[src/include/bspc_pkg.sv]
// package: constants and carrier types of the boot strap configuration block
package bspc_pkg;
  // --------------------------------------------------------------
  // strap vector layout
  // --------------------------------------------------------------
  localparam int STRAP_W = 16;
  localparam int MULT_HI = 2;
  localparam int BIT_ENDIAN = 3;
  localparam int BIT_RSV = 4;
  localparam int BIT_DBG_BOOT = 5;
  localparam int WIDTH_LO = 6;
  localparam int WIDTH_HI = 7;
  localparam int BIT_TRACE = 8;
  localparam int BIT_FAST = 9;
  localparam int BIT_DMA = 10;
  localparam int BIT_HOLD_CLK = 11;
  localparam int BIT_TAP_RST = 12;
  localparam int BIT_CPU_DMA = 13;
  localparam int RSV_LO = 14;
  localparam int RSV_HI = 15;
  localparam logic [15:0] STRAP_RST = 16'h0000;

  // --------------------------------------------------------------
  // shared pin positions
  // --------------------------------------------------------------
  localparam int GPIO_W = 32;
  localparam int PIN_BSCAN_RST = 2;
  localparam int PIN_CPU_DMA = 4;
  localparam int PIN_DMA3 = 8;
  localparam int PIN_DMA2 = 9;
  localparam int PIN_DMA1 = 25;
  localparam int PIN_DMA0 = 23;
  localparam int PCST_LO = 10;
  localparam int PCST_HI = 12;
  localparam int PCST_W = 3;
  localparam int PIN_TCLK = 13;
  localparam int PIN_DBG_RST = 31;
  localparam int DMA_W = 4;
  localparam logic [31:0] GPIO_OE_RST = 32'hffff_ffff;

  // --------------------------------------------------------------
  // reset vectors, counts
  // --------------------------------------------------------------
  localparam logic [31:0] VEC_NORMAL = 32'hbfc0_0000;
  localparam logic [31:0] VEC_DEBUG = 32'hff20_0200;
  localparam int RST_CNT_W = 13;
  localparam logic [12:0] RST_LONG_CYC = 13'h1000;
  localparam logic [12:0] RST_FAST_CYC = 13'h0040;
  localparam logic [2:0] CAP_WAIT = 3'h4;

  // --------------------------------------------------------------
  // register map
  // --------------------------------------------------------------
  localparam int ADDR_W = 8;
  localparam int DATA_W = 32;
  localparam logic [7:0] REG_STRAP = 8'h00;
  localparam logic [7:0] REG_CTRL = 8'h04;
  localparam logic [7:0] REG_STATUS = 8'h08;
  localparam int CTRL_TRACE = 0;
  localparam int CTRL_WARM = 1;
  localparam int ST_VALID = 0;
  localparam int ST_RST_BUSY = 1;
  localparam int ST_TRACE = 2;
  localparam int ST_STRAP_ERR = 3;

  typedef struct packed {
    logic psel;
    logic penable;
    logic pwrite;
    logic [ADDR_W-1:0] paddr;
    logic [DATA_W-1:0] pwdata;
  } bspc_apb_req_t;

  typedef struct packed {
    logic [DATA_W-1:0] prdata;
    logic pready;
    logic pslverr;
  } bspc_apb_rsp_t;

  typedef struct packed {
    logic [2:0] clk_mult;
    logic big_endian;
    logic [31:0] reset_vector;
    logic [5:0] boot_width;
    logic cfg_valid;
  } bspc_boot_cfg_t;

  // reserved codes decode to zero so software can spot them
  function automatic bspc_boot_cfg_t f_decode(input logic [STRAP_W-1:0] s);
    bspc_boot_cfg_t c;
    c = '0;
    case (s[MULT_HI:0])
      3'h0: c.clk_mult = 3'h2;
      3'h1: c.clk_mult = 3'h3;
      3'h2: c.clk_mult = 3'h4;
      default: c.clk_mult = 3'h0;
    endcase
    c.big_endian = s[BIT_ENDIAN];
    c.reset_vector = s[BIT_DBG_BOOT] ? VEC_DEBUG : VEC_NORMAL;
    case (s[WIDTH_HI:WIDTH_LO])
      2'h0: c.boot_width = 6'h08;
      2'h1: c.boot_width = 6'h10;
      2'h2: c.boot_width = 6'h20;
      default: c.boot_width = 6'h00;
    endcase
    c.cfg_valid = 1'b1;
    return c;
  endfunction : f_decode
endpackage : bspc_pkg

[src/rtl/bspc_sync.sv]
// three-stage input synchroniser with agreement filter
`timescale 1ns/1ns
`default_nettype none
module bspc_sync #(
  parameter int W = 1
) (
  input wire logic ref_clk,
  input wire logic reset_n,
  input wire logic [W-1:0] async_in,
  output var logic [W-1:0] sync_out
);
  import bspc_pkg::*;

  typedef struct packed {
    logic [W-1:0] s1;
    logic [W-1:0] s2;
    logic [W-1:0] s3;
    logic [W-1:0] agreed;
  } bspc_sync_st_t;

  bspc_sync_st_t st;
  bspc_sync_st_t next_st;

  // s1 only feeds s2; a bit changes once s2 and s3 agree
  always_comb begin
    next_st = st;
    next_st.s1 = async_in;
    next_st.s2 = st.s1;
    next_st.s3 = st.s2;
    next_st.agreed = (st.s2 & st.s3) | (st.agreed & (st.s2 | st.s3));
  end

  always_ff @(posedge ref_clk or negedge reset_n) begin
    if (!reset_n) begin
      st <= '0;
    end else begin
      st <= next_st;
    end
  end

  assign sync_out = st.agreed;
endmodule : bspc_sync
`default_nettype wire

[src/rtl/bspc_rst_timer.sv]
// reset output pulse timer, normal or fast length
`timescale 1ns/1ns
`default_nettype none
module bspc_rst_timer (
  input wire logic ref_clk,
  input wire logic reset_n,
  input wire logic start,
  input wire logic fast,
  output var logic busy
);
  import bspc_pkg::*;

  typedef struct packed {
    logic [RST_CNT_W-1:0] cnt;
    logic busy;
  } bspc_tmr_st_t;

  bspc_tmr_st_t st;
  bspc_tmr_st_t next_st;

  // busy stands exactly the selected number of cycles, one more than the value loaded into cnt
  always_comb begin
    next_st = st;
    if (start) begin
      next_st.busy = 1'b1;
      next_st.cnt = (fast ? RST_FAST_CYC : RST_LONG_CYC) - 13'h0001;
    end else if (st.busy) begin
      if (st.cnt == '0) begin
        next_st.busy = 1'b0;
      end else begin
        next_st.cnt = st.cnt - 13'h0001;
      end
    end
  end

  always_ff @(posedge ref_clk or negedge reset_n) begin
    if (!reset_n) begin
      st <= '0;
    end else begin
      st <= next_st;
    end
  end

  assign busy = st.busy;
endmodule : bspc_rst_timer
`default_nettype wire

[src/rtl/bspc_top.sv]
// boot strap capture, pin function select and trace pin reuse
//
// Overview of operation
// RQ1 - strap bits 2:0 pick pipeline multiplier x2, x3, x4; others reserved
// RQ2 - strap bit 3 picks byte order: 0 little, 1 big endian
// RQ3 - strap source keeps bit 4 at zero
// RQ4 - strap bit 5 moves the start address to the debug boot vector
// RQ5 - strap bits 7:6 give boot device width 8, 16, 32; 3 reserved
// RQ6 - strap bit 8 turns pins 31, 13..10 into trace and tap reset pins
// RQ7 - trace pin use beats every other function of those pins
// RQ8 - reset output lasts 4096 cycles, or 64 with fast bit set
// RQ9 - strap bit 10 puts the dma channel indicator on pins 8,9,25,23
// RQ10 - the indicator shows the active channel during each dma transfer
// RQ11 - strap bit 11 holds the system clock output constant
// RQ12 - strap bit 12 makes pin 2 the boundary scan tap reset input
// RQ13 - strap bit 13 drives the cpu versus dma indicator on pin 4
// RQ14 - strap source keeps bits 15 and 14 low
// RQ15 - test data output floats when nothing is shifted out
// RQ16 - in trace mode test data input carries an interrupt ending pc trace
// RQ17 - in trace mode test data output emits the non-sequential pc
// RQ18 - pin 11 stays general io after reset unless trace is strapped
// RQ19 - trace mode drives a trace clock for the probe
// RQ20 - trace clock equals the pipeline clock; here it runs at half of ref_clk
// RQ21 - strap vector is taken as cold reset releases
// RQ22 - captured vector survives warm resets and writes until cold reset
`timescale 1ns/1ns
`default_nettype none
module bspc_top (
  input wire logic ref_clk,
  input wire logic reset_n,
  input wire logic [bspc_pkg::STRAP_W-1:0] memory_data_bus,
  input wire bspc_pkg::bspc_apb_req_t apb_req,
  output var bspc_pkg::bspc_apb_rsp_t apb_rsp,
  output var bspc_pkg::bspc_boot_cfg_t boot_cfg,
  output var logic reset_output_n,
  output var logic system_clock_out,
  input wire logic [bspc_pkg::GPIO_W-1:0] core_gpio_out,
  input wire logic [bspc_pkg::GPIO_W-1:0] core_gpio_oe_n,
  output var logic [bspc_pkg::GPIO_W-1:0] core_gpio_in,
  input wire logic [bspc_pkg::GPIO_W-1:0] general_io_pin_in,
  output var logic [bspc_pkg::GPIO_W-1:0] general_io_pin_out,
  output var logic [bspc_pkg::GPIO_W-1:0] general_io_pin_oe_n,
  input wire logic [bspc_pkg::PCST_W-1:0] trace_status,
  input wire logic trace_pc_bit,
  input wire logic trace_pc_valid,
  output var logic pc_trace_on,
  input wire logic bscan_tdo,
  input wire logic bscan_shift,
  output var logic bscan_tdi,
  input wire logic tdi_in,
  output var logic tdo_out,
  output var logic tdo_oe_n,
  output var logic debug_tap_reset_n,
  output var logic bscan_tap_reset_n,
  input wire logic dma_active,
  input wire logic [bspc_pkg::DMA_W-1:0] dma_channel,
  input wire logic xact_is_dma
);
  import bspc_pkg::*;

  // --------------------------------------------------------------
  // state
  // --------------------------------------------------------------
  typedef struct packed {
    logic [STRAP_W-1:0] cfg;
    bspc_boot_cfg_t bcfg;
    logic [2:0] cap_cnt;
    logic tmr_start;
    logic rst_o;
    logic [RST_CNT_W-1:0] low_cnt;
    logic sysclk;
    logic tclk;
    logic pc_on;
    logic dint_prev;
    logic [GPIO_W-1:0] pin_out;
    logic [GPIO_W-1:0] pin_oe_n;
    logic [GPIO_W-1:0] gpio_in;
    logic tdo;
    logic tdo_oe_n;
    logic tdi;
    logic dbg_rst_n;
    logic bs_rst_n;
    bspc_apb_rsp_t rsp;
  } bspc_top_st_t;

  bspc_top_st_t st;
  bspc_top_st_t next_st;
  logic [STRAP_W-1:0] strap_sync;
  logic [GPIO_W:0] pin_sync;
  logic tmr_busy;
  logic trace;
  logic tdi_sync;
  logic dint_fall;
  logic tpc_emit;
  logic wr_ctrl;
  logic strap_err;
  logic [DMA_W-1:0] dma_ind;

  // --------------------------------------------------------------
  // input synchronisers and reset timer
  // --------------------------------------------------------------
  bspc_sync #(.W(STRAP_W)) u_strap_sync (
    .ref_clk(ref_clk),
    .reset_n(reset_n),
    .async_in(memory_data_bus),
    .sync_out(strap_sync)
  );

  bspc_sync #(.W(GPIO_W + 1)) u_pin_sync (
    .ref_clk(ref_clk),
    .reset_n(reset_n),
    .async_in({tdi_in, general_io_pin_in}),
    .sync_out(pin_sync)
  );

  bspc_rst_timer u_tmr (
    .ref_clk(ref_clk),
    .reset_n(reset_n),
    .start(st.tmr_start),
    .fast(st.cfg[BIT_FAST]),
    .busy(tmr_busy)
  );

  // --------------------------------------------------------------
  // helper terms
  // --------------------------------------------------------------
  assign trace = st.cfg[BIT_TRACE];
  assign tdi_sync = pin_sync[GPIO_W];
  assign dint_fall = trace & st.dint_prev & ~tdi_sync;
  assign tpc_emit = trace & st.pc_on & trace_pc_valid;
  assign dma_ind = dma_active ? dma_channel : '0;
  assign strap_err = st.cfg[BIT_RSV] | (|st.cfg[RSV_HI:RSV_LO]); // RQ3 RQ14
  assign wr_ctrl = apb_req.psel & apb_req.penable & st.rsp.pready &
                   apb_req.pwrite & (apb_req.paddr == REG_CTRL);

  // --------------------------------------------------------------
  // next state
  // --------------------------------------------------------------
  always_comb begin
    logic [DATA_W-1:0] stat;
    stat = '0;
    next_st = st;
    next_st.tmr_start = 1'b0;
    next_st.rsp.pready = 1'b0;

    // strap taken once, a few cycles after cold reset release; only a
    // cold reset clears cfg_valid, so nothing else can retake it
    if (!st.bcfg.cfg_valid) begin
      if (st.cap_cnt == CAP_WAIT) begin
        next_st.cfg = strap_sync; // RQ21 RQ22
        next_st.bcfg = f_decode(strap_sync); // RQ1 RQ2 RQ4 RQ5
        next_st.tmr_start = 1'b1;
      end else begin
        next_st.cap_cnt = st.cap_cnt + 3'h1;
      end
    end

    // warm reset from software reruns the pulse, config untouched
    if (wr_ctrl && apb_req.pwdata[CTRL_WARM] && st.bcfg.cfg_valid &&
        !tmr_busy && !st.tmr_start) begin
      next_st.tmr_start = 1'b1; // RQ22
    end
    next_st.rst_o = st.bcfg.cfg_valid & ~tmr_busy & ~st.tmr_start; // RQ8
    if (st.rst_o || !st.bcfg.cfg_valid) begin
      next_st.low_cnt = '0;
    end else if (!st.tmr_start) begin
      next_st.low_cnt = st.low_cnt + 13'h0001;
    end

    // held low rather than frozen mid-level, so the board sees a quiet net
    next_st.sysclk = st.cfg[BIT_HOLD_CLK] ? 1'b0 : ~st.sysclk; // RQ11
    // no pll here: a trace clock at half of ref_clk, one edge per core cycle, stands in for it
    next_st.tclk = trace ? ~st.tclk : 1'b0; // RQ19 RQ20

    // pc trace: software starts it, probe interrupt stops it and wins
    next_st.dint_prev = tdi_sync;
    if (wr_ctrl && apb_req.pwdata[CTRL_TRACE] && trace) begin
      next_st.pc_on = 1'b1;
    end
    if (dint_fall || !trace) begin
      next_st.pc_on = 1'b0; // RQ16
    end

    // test data out: trace pc first, then boundary scan, else float
    if (tpc_emit) begin
      next_st.tdo = trace_pc_bit; // RQ17
      next_st.tdo_oe_n = 1'b0;
    end else if (bscan_shift) begin
      next_st.tdo = bscan_tdo;
      next_st.tdo_oe_n = 1'b0;
    end else begin
      next_st.tdo = 1'b0;
      next_st.tdo_oe_n = 1'b1; // RQ15
    end
    next_st.tdi = tdi_sync;

    // pin functions; trace is applied last so it overrides the rest
    next_st.gpio_in = pin_sync[GPIO_W-1:0];
    next_st.pin_out = core_gpio_out; // RQ18
    next_st.pin_oe_n = core_gpio_oe_n;
    next_st.bs_rst_n = 1'b1;
    next_st.dbg_rst_n = 1'b1;
    if (st.cfg[BIT_TAP_RST]) begin
      next_st.pin_oe_n[PIN_BSCAN_RST] = 1'b1;
      next_st.bs_rst_n = pin_sync[PIN_BSCAN_RST]; // RQ12
    end
    if (st.cfg[BIT_CPU_DMA]) begin
      next_st.pin_out[PIN_CPU_DMA] = xact_is_dma; // RQ13
      next_st.pin_oe_n[PIN_CPU_DMA] = 1'b0;
    end
    if (st.cfg[BIT_DMA]) begin
      next_st.pin_out[PIN_DMA3] = dma_ind[3]; // RQ9 RQ10
      next_st.pin_out[PIN_DMA2] = dma_ind[2];
      next_st.pin_out[PIN_DMA1] = dma_ind[1];
      next_st.pin_out[PIN_DMA0] = dma_ind[0];
      next_st.pin_oe_n[PIN_DMA3] = 1'b0;
      next_st.pin_oe_n[PIN_DMA2] = 1'b0;
      next_st.pin_oe_n[PIN_DMA1] = 1'b0;
      next_st.pin_oe_n[PIN_DMA0] = 1'b0;
    end
    if (trace) begin
      next_st.pin_out[PCST_HI:PCST_LO] = trace_status; // RQ6 RQ7
      next_st.pin_oe_n[PCST_HI:PCST_LO] = '0;
      next_st.pin_out[PIN_TCLK] = next_st.tclk; // RQ19
      next_st.pin_oe_n[PIN_TCLK] = 1'b0;
      next_st.pin_oe_n[PIN_DBG_RST] = 1'b1;
      next_st.dbg_rst_n = pin_sync[PIN_DBG_RST]; // RQ6
    end

    // apb: answer prepared in setup, pready high for one access cycle
    stat[ST_VALID] = st.bcfg.cfg_valid;
    stat[ST_RST_BUSY] = ~st.rst_o;
    stat[ST_TRACE] = st.pc_on;
    stat[ST_STRAP_ERR] = strap_err;
    if (apb_req.psel && !apb_req.penable) begin
      next_st.rsp.pready = 1'b1;
      next_st.rsp.pslverr = 1'b0;
      next_st.rsp.prdata = '0;
      case (apb_req.paddr)
        REG_STRAP: next_st.rsp.prdata = {16'h0000, st.cfg};
        REG_CTRL: next_st.rsp.prdata = '0;
        REG_STATUS: next_st.rsp.prdata = stat;
        default: next_st.rsp.pslverr = 1'b1;
      endcase
    end
  end

  // --------------------------------------------------------------
  // state register
  // --------------------------------------------------------------
  always_ff @(posedge ref_clk or negedge reset_n) begin
    if (!reset_n) begin
      st <= '0;
      st.cfg <= STRAP_RST;
      st.pin_oe_n <= GPIO_OE_RST;
      st.tdo_oe_n <= 1'b1;
      st.dint_prev <= 1'b1;
    end else begin
      st <= next_st;
    end
  end

  assign apb_rsp = st.rsp;
  assign boot_cfg = st.bcfg;
  assign reset_output_n = st.rst_o;
  assign system_clock_out = st.sysclk;
  assign core_gpio_in = st.gpio_in;
  assign general_io_pin_out = st.pin_out;
  assign general_io_pin_oe_n = st.pin_oe_n;
  assign pc_trace_on = st.pc_on;
  assign bscan_tdi = st.tdi;
  assign tdo_out = st.tdo;
  assign tdo_oe_n = st.tdo_oe_n;
  assign debug_tap_reset_n = st.dbg_rst_n;
  assign bscan_tap_reset_n = st.bs_rst_n;
endmodule : bspc_top
`default_nettype wire

[config.mk]
export PLATFORM = sky130hd
export DESIGN_NAME = bspc_top
export DESIGN_NICKNAME = d
export VERILOG_FILES = /design/src/include/bspc_pkg.sv /design/src/rtl/bspc_sync.sv /design/src/rtl/bspc_rst_timer.sv /design/src/rtl/bspc_top.sv
export SDC_FILE = /design/constraint.sdc
export NUM_CORES = 1
export LEC_CHECK = 0
export ABC_AREA = 1
export BUFFER_PORTS_ARGS = -buffer_cell sky130_fd_sc_hd__buf_2
export CORE_UTILIZATION = 52
export CTS_CLUSTER_SIZE = 24
export DETAILED_ROUTE_END_ITERATION = 8
export GPL_ROUTABILITY_DRIVEN = 0
export HOLD_SLACK_MARGIN = 0.1
export PLACE_DENSITY = 0.92
export SYNTH_ARGS = -nofsm -noshare
export SYNTH_HDL_FRONTEND = slang
export SYNTH_SLANG_ARGS = --single-unit
[constraint.sdc]
create_clock -name ref_clk -period 1.9 [get_ports ref_clk]
set_input_delay 0.38 -clock ref_clk [delete_from_list [all_inputs] [get_ports ref_clk]]
set_output_delay 0.38 -clock ref_clk [all_outputs]
set_load 0.005 [all_outputs]
==> results of run 1 <==
-- metrics by stage --
step | power (µW) | setup WS, ns | instances | util, %
floorplan | 9111 | 0.5452 | 975 | -
global placement | 9416 | 0.3189 | 1414 | 56.74
detailed placement | 9480 | 0.2623 | 1414 | 56.74
CTS | 16940 | 0.2414 | 1594 | 66.88
global route | 17510 | 0.06050 | 1594 | 66.88
finish | 16820 | 0.2523 | 1594 | 66.88
-- where the power goes --
part	switching, µW	leakage (µW)	internal, µW	total (µW)
Sequential	240	0.00425	8250	8490
Combinational	506	0.00290	561	1070
Clock	2860	0.000605	4400	7260
-- worst min-delay path: cells and delay by family --
family / cells / cell delay [ns]
buffers and inverters: 1 / 0.10
AO/OA/AOI/OAI: 1 / 0.06
AND/OR/NAND/NOR: 1 / 0.05
-- routing by layer --
layer	up-vias	global-route usage, %	share of wire (%)
met2	282	37.78	52
met5	-	0	0
li1	3353	-	-
met3	53	5.369	7.3
met1	3583	24.38	38
met4	0	8.357	2.7
-- flip-flops by register name, summed over array words and instances, names as in the netlist --
signal and cells:
u_tmr.busy 1, u_strap_sync.next_st 32, core_gpio_in 32, tdo_out 1, general_io_pin_out 32, tdo_oe_n 1
u_pin_sync.next_st 66, u_strap_sync.sync_out 16, u_pin_sync.st 33, debug_tap_reset_n 1, bscan_tdi 1, pc_trace_on 1
u_strap_sync.st 16, bscan_tap_reset_n 1, general_io_pin_oe_n 32, st 22, u_pin_sync.sync_out 33, apb_rsp 18
reset_output_n 1, u_tmr.st 13, system_clock_out 1, boot_cfg 9
-- kinds of logic (layout without fill, tap and decap cells) --
group / after synthesis / in the layout / share of synthesized area, %
xor+xnor: 3 / 3 / 0.2105
simple gates: 234 / 234 / 7.808
other cells: 1 / 39 / 0.03004
fa+ha+maj: 53 / 53 / 4.330
mux: 1 / 1 / 0.09020
compound gates: 41 / 41 / 1.894
flops: 363 / 363 / 73.11
buf+inv: 241 / 541 / 12.53
-- final cells by class --
| class | count | area share, % |
|---|---|---|
| clock buffers | 53 | 6.635 |
| well taps | 319 | 2.535 |
| clock inverters | 12 | 1.224 |
| inverters | 57 | 1.359 |
| flip-flops and latches | 363 | 57.96 |
| multi-input cells | 371 | 12.35 |
| repair buffers | 419 | 17.94 |
-- cells in the mapped netlist (4+ instances only) --
master | instances | area (µm²)
dfrtp_1 | 329 | 8233
buf_4 | 173 | 1299
nand2_1 | 129 | 484.2
inv_1 | 56 | 210.2
nor2_1 | 51 | 191.4
maj3_1 | 49 | 490.5
nand3_1 | 40 | 200.2
dfstp_2 | 34 | 893.4
o21ai_0 | 17 | 85.08
a21oi_1 | 10 | 50.05
clkbuf_1 | 8 | 30.03
ha_1 | 4 | 50.05
or2_2 | 4 | 25.02
-- how the worst min path moves through the flow --
stage                              from                        to  slack (ns)  cells past startpoint
3_3_place_gp   u_strap_sync.next_st[43]  u_strap_sync.next_st[27]        0.33                      0
2_1_floorplan                   reset_n                apb_rsp[0]        0.08                      0
5_1_grt                       bscan_tdo                   tdo_out        0.13                      3
6_report                      bscan_tdo                   tdo_out        0.13                      3
4_1_cts                       bscan_tdo                   tdo_out        0.11                      3
3_5_place_dp     u_pin_sync.next_st[67]    u_pin_sync.next_st[34]        0.33                      0
-- timing repair --
action,in CTS,in global routing
hold buffers,115,0
endpoints found under the hold margin,154,0
endpoints found under the setup margin,0,0
==> summary.md, run 1 <==
| Metric | Value |
|---|---|
| Status | finished clean |
| Asr flop ratio synth | 100.0% |
| H-tree depth | 2 |
| Skew-Pair Late Insertion Delay | around 0.52 ns |
| Post-CTS Resized | 0 |
| Reg area | slightly above 9000 µm² |
| Most frequent cells in the layout | dfrtp_1 (329), buf_2 (281), nand2_1 (129) |
| Post-Syn Instances | 937 |
| Post-synthesis sequential area ratio | approximately 73% |
| PwrDens | ~1100 nW/µm² |
| # port buffers | 282 |
| Final setup TNS | 0 ns |
| Instance count on the critical path | 7 |
| Max incr delay on CP | approximately 0.53 ns |
| Final min period | between 1.5 and 2 ns |
| Final ANT Viol Nets | 0 |
| CP startpoint kind | flip-flop |
| Crit-path cells | inv_1 -> ha_1 -> inv_1 -> nor3_4 -> inv_1 -> nand2_1 -> o21ai_0 |
| Synth Warn # | 0 |
| Final WL | about 25000 µm |
| Kind of critical path | reg -> reg |
| Synth cell types | 34 |
| Final net count | approximately 1400 |
| Antenna cell count | 0 |
| Area growth syn-to-layout | 26.14% |
| CP dominant cell by count | inv_1 |
| FF+latch count, synth | between 300 and 400 |
| Total track usage | 21.18% |
| Die Ht | 156.9 µm |
| CP Data Arrival Time | about 2.1 ns |
| GRT overflow | 0 |
| R2R Setup Slk | between 0.2 and 0.3 ns |
| Num CTS Buffers | 36 |
| Req. time, crit path | 2.33 ns |
| Synth Area per Inst | around 13 µm² |
| Initial antenna violation count | 0 |
| Critical Path Start | st[154] |
| Number of global-route vias before repair | approximately 7900 |
| Initial Util | a little over half |
| First-pass GRT wire length | a little under 40000 µm |
| Peak fanout along the critical path | 23 |
| Worst min path class | in -> reg |
| Area of the mapped netlist | between 10000 and 15000 µm² |
| Die area | ~25000 µm² |
| Most common cell after layout, fill and taps aside | dfrtp_1 |
| Clk buf depth | 3 |
| Final Hold Fails | 0 |
| Crit path max-delay family | buffers and inverters |
| DRC violations left | 0 |
| Ys flop type | dfrtp_1 |
| Area of the multi-input gates | slightly below 2000 µm² |
| Top-level I/O count | approximately 350 |
| Via count | slightly above 7000 |
| Final instance area | around 16000 µm² |
| Layout Skew | about 0.014 ns |
| Max cap viols | 0 |
| Leakage | 0.007751 µW |
| Post-DR vias/cell | 4.561 |
| Clk slew on worst S/H paths | roughly 0.06 ns |
| Layout cells sized above 1 | between 30% and 40% |
| Setup Viol. Count Final | 0 |
| Drt wl/cell | between 15 and 20 µm |
| Detailed placer's ending HPWL | 15220 µm |
| Slew margin rel. | ~53% |
| Setup crit end | boot_cfg[5] |
| Largest net degree at the start of global routing | 70 |
| Post-synth EDFFs | 0 |
| Final period utilization | between 80% and 90% |
| Root Driver | clkbuf_16 |
| CTS tree | yes |
| Maximum VDD drop | 0.0009264 V |
| Core Box Area | approximately 24000 µm² |
| Achievable Freq | 606.9 MHz |
| RR Startpoint | st[154] |
| Highest-delay cell along the critical path | inv_1 |
| FILL cells | approximately 1600 |
| Chip Width | about 160 µm |
| R2R cell count | 7 |
| First-pass DRT Iterations | 4 |
| # Post-CTS Setup Buffers | 0 |
| Placed inst area | around 13000 µm² |
| Worst-Margin Slew | 0.7100 ns |
| Critical path buffers and inverters | 3 |
| Max Slew Vio Count | 0 |
| RSZ-0062 raised after global routing | no |
| Site Rows | 56 |
| Initial DRC count | between 200 and 300 |
| Clk sinks | approximately 360 |
| Reg2reg end | boot_cfg[5] |
| WHS | roughly 0.13 ns |
| Critical path endpoint category | flip-flop |
(Power assumes the default switching activity.)
==> run 2, diff against run 1 <==
CAP_MARGIN = 20   (was not set)
PLACE_DENSITY = 0.91   (was 0.92)
SYNTH_HIERARCHICAL = 1   (was not set)
==> summary.md, run 2 <==
| Metric | Value |
|---|---|
| Area contributors post-synth | dfrtp_1 (62%), buf_4 (13%), dfstp_2 (6.7%), nand2_1 (5.4%), inv_1 (2.8%) (was dfrtp_1 (66%), buf_4 (10%), dfstp_2 (7.2%), maj3_1 (3.9%), nand2_1 (3.9%)) |
| Post-Syn Instances | 1139 (was 937) |
| Clk sinks | 363 (unchanged) |
| Synth cell types | 33 (was 34) |
| Worst min path class | in -> reg (unchanged) |
| Initial DRC count | 544 (was 284) |
| Reg power frac | 50.7% (was 50.5%) |
| FILL cells | 1798 (was 1640) |
| Main combinational cell family by area after synthesis | buffers and inverters (unchanged) |
| Clk buf depth | 3 (unchanged) |
| Crit-path cells | inv_1 -> nand2_1 -> nand2_1 -> dlygate4sd3_1 (was inv_1 -> ha_1 -> inv_1 -> nor3_4 -> inv_1 -> nand2_1 -> o21ai_0) |
| Ys flop type | dfrtp_1 (unchanged) |
| Mux cell area share after synthesis | 0.08492% (was 0.09021%) |
| Max reg flops | 66 (unchanged) |
| Post-Synth XOR/XNOR Area | 0.1321% (was 0.2105%) |
| Instance count on the critical path | 4 (was 7) |
| FF+latch count, synth | 363 (unchanged) |
| Post-synth EDFFs | 0 (unchanged) |
| CP Data Arrival Time | 2.15 ns (was 2.08 ns) |
| Switch share | 22.43% (was 21.46%) |
| Chip Width | 161.7 µm (was 156.9 µm) |
| DRC violations left | 0 (unchanged) |
| Max incr delay on CP | 0.62 ns (was 0.53 ns) |
| Final setup TNS | 0 ns (unchanged) |
| Reg2reg end | general_io_pin_out[12] (was boot_cfg[5]) |
| Most common cell after layout, fill and taps aside | dfrtp_1 (unchanged) |
| Kind of critical path | reg -> reg (unchanged) |
| Leakage | 0.008249 µW (was 0.007751 µW) |
| Crit path max-delay family | buffers and inverters (unchanged) |
| Post-DR vias/cell | 4.659 (was 4.561) |
| Max cap viols | 0 (unchanged) |
| Detailed placer's ending HPWL | 16450 µm (was 15220 µm) |
| Psw | 3774 µW (was 3610 µW) |
| Antenna cell count | 0 (unchanged) |
| Final period utilization | 93.07% (was 86.72%) |
| Area share of the largest cell type after synthesis | 62.09% (was 65.95%) |
| Layout Skew | 0.01433 ns (was 0.01367 ns) |
| Synth Area in Adders | 0.3774% (was 4.330%) |
| Critical Path Start | st[208] (was st[154]) |
| Max Slew Vio Count | 0 (unchanged) |
| Setup crit end | general_io_pin_out[12] (was boot_cfg[5]) |
| Layout cells sized above 1 | 29.68% (was 32.08%) |
| Area of the mapped netlist | 13260 µm² (was 12480 µm²) |
| Yosys top cell by area | dfrtp_1 (unchanged) |
| Post-cts hold buffer count | 115 (unchanged) |
| H-tree depth | 2 (unchanged) |
| Combinational Power Share | 6.6% (was 6.3%) |
| Total track usage | 21.67% (was 21.18%) |
| CTS tree | yes (unchanged) |
| Complex-gate fraction of the synthesized area | 3.019% (was 1.894%) |
| Largest net degree at the start of global routing | 54 (was 70) |
| CP startpoint kind | flip-flop (unchanged) |
| Drt wl/cell | 15.75 µm (about the same) |
| Post-synthesis sequential area ratio | 68.82% (was 73.11%) |
| Post-placement cell count | 1575 (was 1414) |
| Top-count cell post-synth | dfrtp_1 (unchanged) |
| Non-Filler Instances | 1755 (was 1594) |
| Asr flop ratio synth | 100.0% (unchanged) |
| Top-level I/O count | 352 (unchanged) |
| Post-CTS Resized | 0 (unchanged) |
| Highest-delay cell along the critical path | dfrtp_1 (was inv_1) |
| CP dominant cell by count | nand2_1 (was inv_1) |
| Total power | 16820 µW (about the same) |
| RSZ-0062 raised after global routing | no (unchanged) |
| Most instantiated cells after synthesis | dfrtp_1 (329), buf_4 (222), nand2_1 (191), inv_1 (100), nor2_1 (82) (was dfrtp_1 (329), buf_4 (173), nand2_1 (129), inv_1 (56), nor2_1 (51)) |
| Skew-Pair Late Insertion Delay | 0.52 ns (about the same) |
| Achievable Freq | 565.5 MHz (was 606.9 MHz) |
| Synth Warn # | 6 (was 0) |
| Num CTS Buffers | 36 (unchanged) |
| Initial antenna violation count | 0 (unchanged) |
| Cell-internal power | 13050 µW (was 13210 µW) |
| Via count | 8177 (was 7271) |
| First-pass DRT Iterations | 5 (was 4) |
| Setup Viol. Count Final | 0 (unchanged) |
| Req. time, crit path | 2.28 ns (was 2.33 ns) |
| Area growth syn-to-layout | 21.14% (was 26.14%) |
| PwrDens | 1047 nW/µm² (was 1068 nW/µm²) |
| Final min period | 1.768 ns (was 1.648 ns) |
| Peak fanout along the critical path | 12 (was 23) |
| Root Driver | clkbuf_16 (unchanged) |
| Site Rows | 58 (was 56) |
| GRT overflow | 0 (unchanged) |
| Maximum VDD drop | 0.0009141 V (was 0.0009264 V) |
| Final ANT Viol Nets | 0 (unchanged) |
| # port buffers | 282 (unchanged) |
| Simple-gate portion of the synthesized area | 11.51% (was 7.808%) |
| R2R cell count | 4 (was 7) |
| Clock Power Share | 42.7% (was 43.2%) |
| Die Ht | 161.7 µm (was 156.9 µm) |
| Critical path endpoint category | flip-flop (unchanged) |
| Most frequent cells in the layout | dfrtp_1 (329), buf_2 (281), nand2_1 (191) (was dfrtp_1 (329), buf_2 (281), nand2_1 (129)) |
| Core Box Area | 25110 µm² (was 23540 µm²) |
| Die area | 26140 µm² (was 24630 µm²) |
| Final WL | 27640 µm (was 25110 µm) |
| Synth Area per Inst | 11.64 µm² (was 13.32 µm²) |
| R2R Setup Slk | 0.13 ns (was 0.25 ns) |
| Critical path buffers and inverters | 2 (was 3) |
| Final Hold Fails | 0 (unchanged) |
| Clk slew on worst S/H paths | 0.06 ns (about the same) |
| Initial Util | 52.81% (was 53.02%) |
| Final net count | 1573 (was 1423) |
| # Post-CTS Setup Buffers | 0 (unchanged) |
| Number of global-route vias before repair | 8748 (was 7937) |
| First-pass GRT wire length | 44020 µm (was 39790 µm) |
| RR Startpoint | st[208] (was st[154]) |
| Status | finished clean (unchanged) |
-- run 2: worst min path at each step --
stage,end,start,cells past startpoint
CTS,general_io_pin_out[8],core_gpio_out[8],3
global placement,core_gpio_in[6],reset_n,1
detailed placement,u_pin_sync/next_st[36],u_pin_sync/next_st[69],0
global route,general_io_pin_out[4],xact_is_dma,2
finish,general_io_pin_out[23],core_gpio_out[23],3
floorplan,apb_rsp[0],reset_n,0
-- run 2: area by class of cell --
| type | instances | area, µm² | share of cell area [%] |
|---|---|---|---|
| timing repair buffer | 415 | 2758 | 17.17 |
| tap | 330 | 412.9 | 2.570 |
| clock buffer | 52 | 1081 | 6.730 |
| sequential | 363 | 9126 | 56.82 |
| multi-input combinational | 479 | 2152 | 13.40 |
| inverter | 103 | 389.1 | 2.422 |
| clock inverter | 13 | 143.9 | 0.8958 |
-- run 2: worst register-to-register path: cells and delay by family (launching register included) --
family,cells,cell delay [ns]
buffers and inverters,2,0.85
AND/OR/NAND/NOR,2,0.18
flip-flops,1,0.62
-- run 2: cell families (layout without fill, tap and decap cells) --
family,Yosys count,in the layout
AO/OA/AOI/OAI,78,78
XOR/XNOR,2,2
adder cells (fa/ha/maj),4,4
buffers and inverters,335,583
flip-flops,363,363
multiplexers,1,1
other,1,39
AND/OR/NAND/NOR,355,355
-- run 2: per-layer routing --
layer | share of wire, % | wire, µm | global-route usage (%) | vias up
li1 | - | - | - | 3774
met1 | 37 | 10320 | 24.35 | 4035
met2 | 54 | 14830 | 40.52 | 308
met3 | 6.2 | 1724 | 4.622 | 60
met4 | 2.8 | 773 | 7.504 | 0
met5 | 0 | 0 | 0 | -
-- run 2: power by group through the flow --
stage	logic [µW]	registers [µW]	clock network, µW
5_1_grt	1240	8580	7680
3_5_place_dp	898	8650	0
2_1_floorplan	754	8570	0
6_report	1110	8530	7180
3_3_place_gp	847	8610	0
4_1_cts	1100	8520	7340
-- run 2: through the flow --
| stage | worst slack (ns) | hold slack, ns | util [%] | area (µm²) |
|---|---|---|---|---|
| finish | 0.1317 | 0.1265 | 63.97 | 16060 |
| global route | 0.05563 | 0.1188 | 63.97 | 16060 |
| CTS | 0.1518 | 0.1022 | 63.97 | 16060 |
| detailed placement | 0.3821 | 0.3347 | 54.51 | 13690 |
| global placement | 0.4403 | 0.3322 | 54.51 | 13690 |
| floorplan | 0.5955 | 0.08441 | - | 13400 |
